### src/design/bit_branch_pkg.sv
package bit_branch_pkg;

    // ------------------------------------------------------------------
    // Instruction word layout
    // ------------------------------------------------------------------
    localparam int INSTR_W    = 14;
    localparam int PC_W       = 15;
    localparam int FILE_W     = 7;
    localparam int BIT_W      = 3;
    localparam int DATA_W     = 8;
    localparam int BRA_K_W    = 9;
    localparam int FILE_LSB   = 0;
    localparam int BIT_LSB    = 7;
    localparam int BRA_K_LSB  = 0;
    localparam int FILE_DEPTH = 128;

    // Opcode patterns (bits 13:10 for bit ops, 13:9 for branch, full word for register branch)
    localparam logic [3:0]  OPC_BIT_CLEAR  = 4'h4;
    localparam logic [3:0]  OPC_BIT_SET    = 4'h5;
    localparam logic [3:0]  OPC_SKIP_CLEAR = 4'h6;
    localparam logic [3:0]  OPC_SKIP_SET   = 4'h7;
    localparam logic [4:0]  OPC_REL_BRANCH = 5'h19;
    localparam logic [13:0] OPC_REG_BRANCH = 14'h000B;
    localparam logic [13:0] NOP_WORD       = 14'h0000;

    // ------------------------------------------------------------------
    // Reset values and timing
    // ------------------------------------------------------------------
    localparam logic [14:0] PC_RESET       = 15'h0000;
    localparam logic [7:0]  W_RESET        = 8'h00;
    localparam int          FLUSH_CYCLES   = 1;

    typedef enum logic [2:0] {
        OP_NONE, OP_BIT_CLEAR, OP_BIT_SET, OP_SKIP_CLEAR, OP_SKIP_SET, OP_REL_BRANCH, OP_REG_BRANCH
    } op_t;

    // Decoded instruction fields travel together
    typedef struct packed {
        op_t                op;
        logic [6:0]         file_addr;
        logic [2:0]         bit_num;
        logic [8:0]         offset;
    } decoded_t;

endpackage : bit_branch_pkg

### src/design/bit_and_branch_instr_exec.sv
// Overview of operation
// - Bit clear zeroes selected bit, flags untouched
// - Bit set ones selected bit, flags untouched
// - Skip-if-clear flushes next when bit zero
// - Skip-if-set flushes next when bit one
// - Branch to next address plus signed literal
// - Literal offset spans minus 256 to 255
// - Register branch adds unsigned working register
// - Three-bit bit number, seven-bit file address
module bit_and_branch_instr_exec #(
    parameter int PC_W = bit_branch_pkg::PC_W
) (
    input  wire logic                              clk,
    input  wire logic                              rst,
    input  wire logic                              instr_valid,
    input  wire logic [bit_branch_pkg::INSTR_W-1:0] instr,
    input  wire logic [bit_branch_pkg::DATA_W-1:0]  w_reg,
    output logic      [PC_W-1:0]                    pc_q,
    output logic                                   fetch_ready_q,
    output logic                                   flush_q,
    output logic                                   busy_q,
    output logic                                   wr_en_q,
    output logic      [bit_branch_pkg::FILE_W-1:0]  wr_addr_q,
    output logic      [bit_branch_pkg::DATA_W-1:0]  wr_data_q,
    output logic                                   status_we_q
);

    // ------------------------------------------------------------------
    // Decode
    // ------------------------------------------------------------------
    function automatic bit_branch_pkg::decoded_t decode(input logic [13:0] iw);
        bit_branch_pkg::decoded_t d;
        d           = '0;
        d.op        = bit_branch_pkg::OP_NONE;
        d.file_addr = iw[bit_branch_pkg::FILE_LSB +: bit_branch_pkg::FILE_W];
        d.bit_num   = iw[bit_branch_pkg::BIT_LSB +: bit_branch_pkg::BIT_W];
        d.offset    = iw[bit_branch_pkg::BRA_K_LSB +: bit_branch_pkg::BRA_K_W];
        if (iw == bit_branch_pkg::OPC_REG_BRANCH) begin
            d.op = bit_branch_pkg::OP_REG_BRANCH;
        end else if (iw[13:9] == bit_branch_pkg::OPC_REL_BRANCH) begin
            d.op = bit_branch_pkg::OP_REL_BRANCH;
        end else begin
            case (iw[13:10])
                bit_branch_pkg::OPC_BIT_CLEAR:  d.op = bit_branch_pkg::OP_BIT_CLEAR;
                bit_branch_pkg::OPC_BIT_SET:    d.op = bit_branch_pkg::OP_BIT_SET;
                bit_branch_pkg::OPC_SKIP_CLEAR: d.op = bit_branch_pkg::OP_SKIP_CLEAR;
                bit_branch_pkg::OPC_SKIP_SET:   d.op = bit_branch_pkg::OP_SKIP_SET;
                default:                        d.op = bit_branch_pkg::OP_NONE;
            endcase
        end
        return d;
    endfunction : decode

    // One-hot mask for a bit number, bit 0 is the LSB
    function automatic logic [7:0] bit_mask(input logic [2:0] b);
        return 8'h01 << b;
    endfunction : bit_mask

    typedef enum {ST_FETCH, ST_READ, ST_EXEC, ST_FLUSH} state_t;

    state_t                   state_q;
    bit_branch_pkg::decoded_t dec_q;
    logic [PC_W-1:0]          next_pc;
    logic [7:0]               rd_data;
    logic                     bit_val;
    logic [PC_W-1:0]          lit_ext;
    logic [PC_W-1:0]          w_ext;

    assign next_pc = pc_q + PC_W'(1);
    // Sign extend the 9-bit literal, giving reach -256..+255
    assign lit_ext = PC_W'({{(PC_W-9){dec_q.offset[8]}}, dec_q.offset});
    assign w_ext   = PC_W'({{(PC_W-8){1'b0}}, w_reg});
    assign bit_val = |(rd_data & bit_mask(dec_q.bit_num));

    // ------------------------------------------------------------------
    // File register storage
    // ------------------------------------------------------------------
    file_reg_mem #(
        .DEPTH  (bit_branch_pkg::FILE_DEPTH),
        .ADDR_W (bit_branch_pkg::FILE_W),
        .DATA_W (bit_branch_pkg::DATA_W)
    ) u_mem (
        .clk     (clk),
        .rd_addr (dec_q.file_addr),
        .rd_data (rd_data),
        .wr_en   (wr_en_q),
        .wr_addr (wr_addr_q),
        .wr_data (wr_data_q)
    );

    // Sequencer: fetch, read operand, execute, optional flush cycle
    always_ff @(posedge clk or posedge rst) begin
        if (rst) begin
            state_q <= ST_FETCH;
            dec_q   <= '0;
        end else begin
            case (state_q)
                ST_FETCH: begin
                    if (instr_valid) begin
                        dec_q   <= decode(instr);
                        state_q <= ST_READ;
                    end
                end
                ST_READ:  state_q <= ST_EXEC;
                ST_EXEC: begin
                    case (dec_q.op)
                        bit_branch_pkg::OP_SKIP_CLEAR: state_q <= bit_val ? ST_FETCH : ST_FLUSH;
                        bit_branch_pkg::OP_SKIP_SET:   state_q <= bit_val ? ST_FLUSH : ST_FETCH;
                        bit_branch_pkg::OP_REL_BRANCH,
                        bit_branch_pkg::OP_REG_BRANCH: state_q <= ST_FLUSH;
                        default:                       state_q <= ST_FETCH;
                    endcase
                end
                ST_FLUSH: state_q <= ST_FETCH;
                default:  state_q <= ST_FETCH;
            endcase
        end
    end

    // Program counter
    always_ff @(posedge clk or posedge rst) begin
        if (rst) begin
            pc_q <= bit_branch_pkg::PC_RESET[PC_W-1:0];
        end else if (state_q == ST_EXEC) begin
            case (dec_q.op)
                bit_branch_pkg::OP_REL_BRANCH: pc_q <= next_pc + lit_ext;
                bit_branch_pkg::OP_REG_BRANCH: pc_q <= next_pc + w_ext;
                default:                       pc_q <= next_pc;
            endcase
        end else if (state_q == ST_FLUSH && (dec_q.op == bit_branch_pkg::OP_SKIP_CLEAR ||
                                             dec_q.op == bit_branch_pkg::OP_SKIP_SET)) begin
            pc_q <= next_pc; // Skipped word still advances the counter
        end
    end

    // Read-modify-write of the addressed file register
    always_ff @(posedge clk or posedge rst) begin
        if (rst) begin
            wr_en_q   <= 1'b0;
            wr_addr_q <= '0;
            wr_data_q <= '0;
        end else begin
            wr_en_q <= 1'b0;
            if (state_q == ST_EXEC) begin
                wr_addr_q <= dec_q.file_addr;
                if (dec_q.op == bit_branch_pkg::OP_BIT_CLEAR) begin
                    wr_en_q   <= 1'b1;
                    wr_data_q <= rd_data & ~bit_mask(dec_q.bit_num);
                end else if (dec_q.op == bit_branch_pkg::OP_BIT_SET) begin
                    wr_en_q   <= 1'b1;
                    wr_data_q <= rd_data | bit_mask(dec_q.bit_num);
                end
            end
        end
    end

    // Handshake and flush indication; status flags never written here
    always_ff @(posedge clk or posedge rst) begin
        if (rst) begin
            fetch_ready_q <= 1'b0;
            flush_q       <= 1'b0;
            busy_q        <= 1'b0;
            status_we_q   <= 1'b0;
        end else begin
            fetch_ready_q <= (state_q == ST_FETCH) && !instr_valid;
            flush_q       <= (state_q == ST_EXEC) && (dec_q.op != bit_branch_pkg::OP_BIT_CLEAR) &&
                             (dec_q.op != bit_branch_pkg::OP_BIT_SET) && (dec_q.op != bit_branch_pkg::OP_NONE) &&
                             !((dec_q.op == bit_branch_pkg::OP_SKIP_CLEAR) && bit_val) &&
                             !((dec_q.op == bit_branch_pkg::OP_SKIP_SET) && !bit_val);
            busy_q        <= !(state_q == ST_FETCH && !instr_valid);
            status_we_q   <= 1'b0;
        end
    end

    // ------------------------------------------------------------------
    // Assertions
    // ------------------------------------------------------------------
    a_clear_bit_zero: assert property (@(posedge clk) disable iff (rst)
        (state_q == ST_EXEC && dec_q.op == bit_branch_pkg::OP_BIT_CLEAR)
        |=> wr_en_q && !wr_data_q[$past(dec_q.bit_num)]
            && ((wr_data_q | bit_mask($past(dec_q.bit_num))) === ($past(rd_data) | bit_mask($past(dec_q.bit_num)))))
        else $error("bit clear result wrong");
    a_set_bit_one: assert property (@(posedge clk) disable iff (rst)
        (state_q == ST_EXEC && dec_q.op == bit_branch_pkg::OP_BIT_SET)
        |=> wr_en_q && wr_data_q === ($past(rd_data) | bit_mask($past(dec_q.bit_num))))
        else $error("bit set result wrong");
    a_skip_clear_flush: assert property (@(posedge clk) disable iff (rst)
        (state_q == ST_EXEC && dec_q.op == bit_branch_pkg::OP_SKIP_CLEAR)
        |=> flush_q == !$past(bit_val))
        else $error("skip if clear flush wrong");
    a_skip_set_flush: assert property (@(posedge clk) disable iff (rst)
        (state_q == ST_EXEC && dec_q.op == bit_branch_pkg::OP_SKIP_SET)
        |=> flush_q == $past(bit_val))
        else $error("skip if set flush wrong");
    a_rel_branch_pc: assert property (@(posedge clk) disable iff (rst)
        (state_q == ST_EXEC && dec_q.op == bit_branch_pkg::OP_REL_BRANCH)
        |=> pc_q == PC_W'($past(pc_q) + PC_W'(1) + $past(lit_ext)) ##1 state_q == ST_FETCH)
        else $error("relative branch target wrong");
    a_rel_branch_range: assert property (@(posedge clk) disable iff (rst)
        (state_q == ST_EXEC && dec_q.op == bit_branch_pkg::OP_REL_BRANCH)
        |=> $signed(PC_W'(pc_q - $past(pc_q) - PC_W'(1))) >= -256
            && $signed(PC_W'(pc_q - $past(pc_q) - PC_W'(1))) <= 255)
        else $error("branch offset outside range");
    a_reg_branch_pc: assert property (@(posedge clk) disable iff (rst)
        (state_q == ST_EXEC && dec_q.op == bit_branch_pkg::OP_REG_BRANCH)
        |=> pc_q == PC_W'($past(pc_q) + PC_W'(1) + PC_W'($past(w_reg))) && flush_q)
        else $error("register branch target wrong");
    a_field_decode: assert property (@(posedge clk) disable iff (rst)
        (state_q == ST_FETCH && instr_valid)
        |=> dec_q.bit_num == $past(instr[9:7]) && dec_q.file_addr == $past(instr[6:0]))
        else $error("field decode wrong");
    a_no_status_write: assert property (@(posedge clk) disable iff (rst)
        (state_q == ST_EXEC && dec_q.op == bit_branch_pkg::OP_BIT_SET && dec_q.bit_num == 3'h7)
        |=> wr_data_q[7] && !status_we_q)
        else $error("bit seven not msb");

endmodule : bit_and_branch_instr_exec

### src/design/file_reg_mem.sv
module file_reg_mem #(
    parameter int DEPTH  = 128,
    parameter int ADDR_W = 7,
    parameter int DATA_W = 8
) (
    input  wire logic              clk,
    input  wire logic [ADDR_W-1:0] rd_addr,
    output logic      [DATA_W-1:0] rd_data,
    input  wire logic              wr_en,
    input  wire logic [ADDR_W-1:0] wr_addr,
    input  wire logic [DATA_W-1:0] wr_data
);

    logic [DATA_W-1:0] mem [DEPTH];

    // Registered read, plain write port
    always_ff @(posedge clk) begin
        if (wr_en) begin
            mem[wr_addr] <= wr_data;
        end
        rd_data <= mem[rd_addr];
    end

endmodule : file_reg_mem

### config.mk
export PLATFORM = sky130hd
export DESIGN_NAME = bit_and_branch_instr_exec
export DESIGN_NICKNAME = d
export VERILOG_FILES = /design/src/design/bit_branch_pkg.sv /design/src/design/bit_and_branch_instr_exec.sv /design/src/design/file_reg_mem.sv
export SDC_FILE = /design/constraint.sdc
export NUM_CORES = 1
export LEC_CHECK = 0
export BUFFER_PORTS_ARGS = -buffer_cell sky130_fd_sc_hd__buf_4
export CELL_PAD_IN_SITES_DETAIL_PLACEMENT = 0
export CELL_PAD_IN_SITES_GLOBAL_PLACEMENT = 1
export CORE_MARGIN = 3
export CORE_UTILIZATION = 45
export CTS_CLUSTER_DIAMETER = 120
export DETAILED_ROUTE_END_ITERATION = 8
export PLACE_DENSITY = 0.64
export SETUP_SLACK_MARGIN = 0.5
export SYNTH_ARGS = -nofsm -noshare
export SYNTH_HDL_FRONTEND = slang
export SYNTH_HIERARCHICAL = 1
export SYNTH_SLANG_ARGS = --single-unit
### constraint.sdc
create_clock -name clk -period 3.5 [get_ports clk]
set_input_delay 0.7 -clock clk [delete_from_list [all_inputs] [get_ports clk]]
set_output_delay 0.7 -clock clk [all_outputs]
set_load 0.02 [all_outputs]
==> impl_results.md <==
* Status: finished clean
* #FFs+latches synth at 1,081
* Nets at 2,375
* Final Hold Vio Count at 0
* Area contributors post-synth: edfxtp_1 (71%), mux4_2 (18%), dfrtp_1 (2.8%)
* Most frequent cells in the layout: edfxtp_1 (1,024), mux4_2 (337), buf_4 (231)
* Fillers at 7,297
* Drt wl/cell at 29.5 um
* Largest net degree at the start of global routing at 99
* Post-synthesis adder-cell area fraction at 0.599%
* Hold_ws at 0.145 ns
* Vias in the first global route at 22,100
* Setup_tns at 0 ns
* Number of vias per cell at 5.85
* Buf/Inv on CP at 3
* CTS tree: built
* Setup CP Type: reg2reg
* Iteration-0 DRC Markers at 2,238
* Layout cells sized above 1 at 35.4%
* Critical-path top delay cell: mux4_2
* Worst r2r dst: u_mem/rd_data[4]
* Sw Ratio at 32.2%
* Worst Tran Pin Value at 0.905 ns
* Fraction of synthesized area in multiplexers at 18.6%
* Global-route wire length before repair at 155 mm
* Post-synthesis compound-gate area fraction at 1.13%
* Synth warn at 6
* Clock Sinks at 1,081
* Design Area, Final at 50,800 um^2
* Required @ worst endpoint at 4.07 ns
* Cells after DPL at 3,423
* Power Density at 851 nW/um^2
* Internal power at 29.3 mW
* Max H-tree Level at 3
* CTS Root Cell: clkbuf_16
* Highest clock rate at 325 MHz
* Crit path max fanout at 8
* Reg power frac at 39.5%
* Maximum vdd drop at 621 uV
* Final period utilization at 87.9%
* R2R Path Start: dec_q[12]
* Antenna viol nets, final at 0
* Reg2reg path depth at 7
* TritonRoute pass-1 iters at 5
* Leading cell type in the layout, fill and taps excluded: edfxtp_1
* Static Leak at 16.5 nW
* Simple-Gate Fraction of Synth Area at 3.30%
* Slew margin rel. at 39.5%
* Residual DRC at 0
* Combinational share of power at 34.8%
* Tot GR Track Use at 21.7%
* Final wirelength at 108 mm
* CP Capture Type: register
* RSZ-0062 raised after global routing: yes
* Number of flops mapped to enable cells by yosys at 1,024
* Most frequent CP cell: mux4_2
* Post-DP HPWL at 67.1 mm
* Clk pwr share at 25.7%
* Initial antenna violation count at 9
* Die X at 315 um
* Clock buffer count from CTS at 111
* Xor and xnor area share after synthesis at 0.488%
* CP Cell Sequence: buf_12, clkbuf_16, buf_4, mux4_2, mux4_2, mux4_2, mux2_2
* Worst Path Arrival at 3.65 ns
* NetSw at 13.9 mW
* CTS Hold Bufs at 0
* Main flop type after synthesis: edfxtp_1
* Final setup violating endpoints at 0
* PortBufs at 58
* Buffers from clock root to sink, at most at 3
* Core area at 94,200 um^2
* Largest family of logic cells by synthesized area: multiplexers
* Grt total ovfl at 0
* Die height at 315 um
* Diode count at 0
* Num rows at 112
* Avg Inst Size Synth at 21.2 um^2
* Area leader, netlist: edfxtp_1
* Post-synthesis sequential area ratio at 74.6%
* Initial Utilization at 45.7%
* Final Max Slew Viols at 0
* Yosys top cell area share at 71.4%
* Die ar. at 99,400 um^2
* Max Cap Viol at 0
* Clk_lat worst skew at 0.69 ns
* Final min period at 3.08 ns
* Reg2Reg Setup Slack at 0.42 ns
* Unique masters post-synth at 52
* Area of placed instances at 46,300 um^2
* Worst Setup Start Kind: register
* Post-synthesis net count at 2,075
* Clock skew at 0.0255 ns
* Post-synthesis cell count at 2,030
* Hold WC Path Type: in2async
* Synth-to-layout area growth at 17.9%
* Non-Filler Instances at 3,666
* Boundary Pins at 60
* Gpl congestion at 0.819
* CP delay by family, top: multiplexers
* Async SR Flop Fraction at 4.53%
* Cell Area, Synth at 43,100 um^2
* DR vias at 21,400
* Clock slew at reported path FFs at 0.06 ns
* Crit-path max cell delay at 0.58 ns
worst max path at each step:
stage | from | end | cells past startpoint
after floorplan | pc_q[2] | pc_q[14] | 13
after global placement | pc_q[2] | pc_q[14] | 13
after detailed placement | dec_q[12] | u_mem/rd_data[7] | 6
after CTS | dec_q[12] | u_mem/rd_data[7] | 6
after global routing | pc_q[1] | pc_q[14] | 12
final | dec_q[12] | u_mem/rd_data[4] | 7
layout make-up:
class / count / area [um^2] / share of cell area (%)
clock buffer: 138 / 2950 / 5.81
inverter: 16 / 60.1 / 0.118
clock inverter: 57 / 459 / 0.904
multi-input combinational: 828 / 10600 / 20.8
tap: 1254 / 1570 / 3.09
sequential: 1081 / 32200 / 63.4
timing repair buffer: 292 / 2980 / 5.86
metal layers:
| metal | track usage, % | wire, um | vias to the layer above |
|---|---|---|---|
| li1 | - | - | 9028 |
| met1 | 31.7 | 46100 | 11500 |
| met2 | 33.6 | 51300 | 716 |
| met3 | 4.90 | 7900 | 161 |
| met4 | 5.62 | 2710 | 0 |
| met5 | 0 | 0 | - |
synth_stat cells (8+ instances only):
master / count
buf_2: 16
nand2_1: 87
mux2i_1: 11
nand4_1: 8
dfxtp_1: 8
xnor2_1: 15
ha_1: 19
nor3_1: 18
clkbuf_1: 58
a21oi_1: 26
buf_4: 12
xor2_1: 9
nand3_1: 21
mux2_2: 25
o21ai_0: 32
nor2b_1: 12
inv_1: 16
edfxtp_1: 1024
nor2_1: 144
buf_1: 18
mux4_2: 337
dfrtp_1: 49
stage by stage:
step                      total power [mW]  setup WS [ns]  utilization (%)
final                                 43.2          0.423             53.9
after CTS                             42.5          0.401             53.1
after detailed placement              31.0          0.304             49.2
after global placement                30.8          0.286             49.2
after floorplan                       25.7          0.502                -
after global routing                  45.1          0.343             53.9
power groups by stage:
stage               combinational [mW]  clock (mW)  sequential (mW)
finish                            15.0        11.1             17.1
floorplan                         7.94           0             17.7
detailed placement                13.6           0             17.4
global route                      16.0        11.9             17.2
global placement                  13.5           0             17.3
CTS                               14.1        11.3             17.1
registers in the layout, indices dropped and copies added, names as in the netlist:
register       flops
u_mem/mem       1024
busy_q             1
wr_addr_q          7
wr_en_q            1
state_q            2
fetch_ready_q      1
wr_data_q          8
pc_q              15
flush_q            1
u_mem/rd_data      8
dec_q             13
worst reg2reg max path: stages (launching register included):
cell       delay, ns
dfrtp_4         0.53
buf_12          0.18
clkbuf_16       0.19
buf_4           0.15
mux4_2          0.47
mux4_2          0.58
mux4_2          0.58
mux2_2          0.30
logic make-up after synthesis:
| logic type | Yosys count |
|---|---|
| compound gates | 84 |
| xor+xnor | 24 |
| fa+ha+maj | 20 |
| buf+inv | 121 |
| flops | 1081 |
| mux | 375 |
| other cells | 1 |
| simple gates | 324 |
what timing repair did:
item	in CTS	in global routing
endpoints found under the setup margin	11	17
setup buffers	12	18
gates cloned	3	15
pin swaps	3	12
gates resized for setup	21	62
No activity file was read; power rests on OpenSTA's default activity.
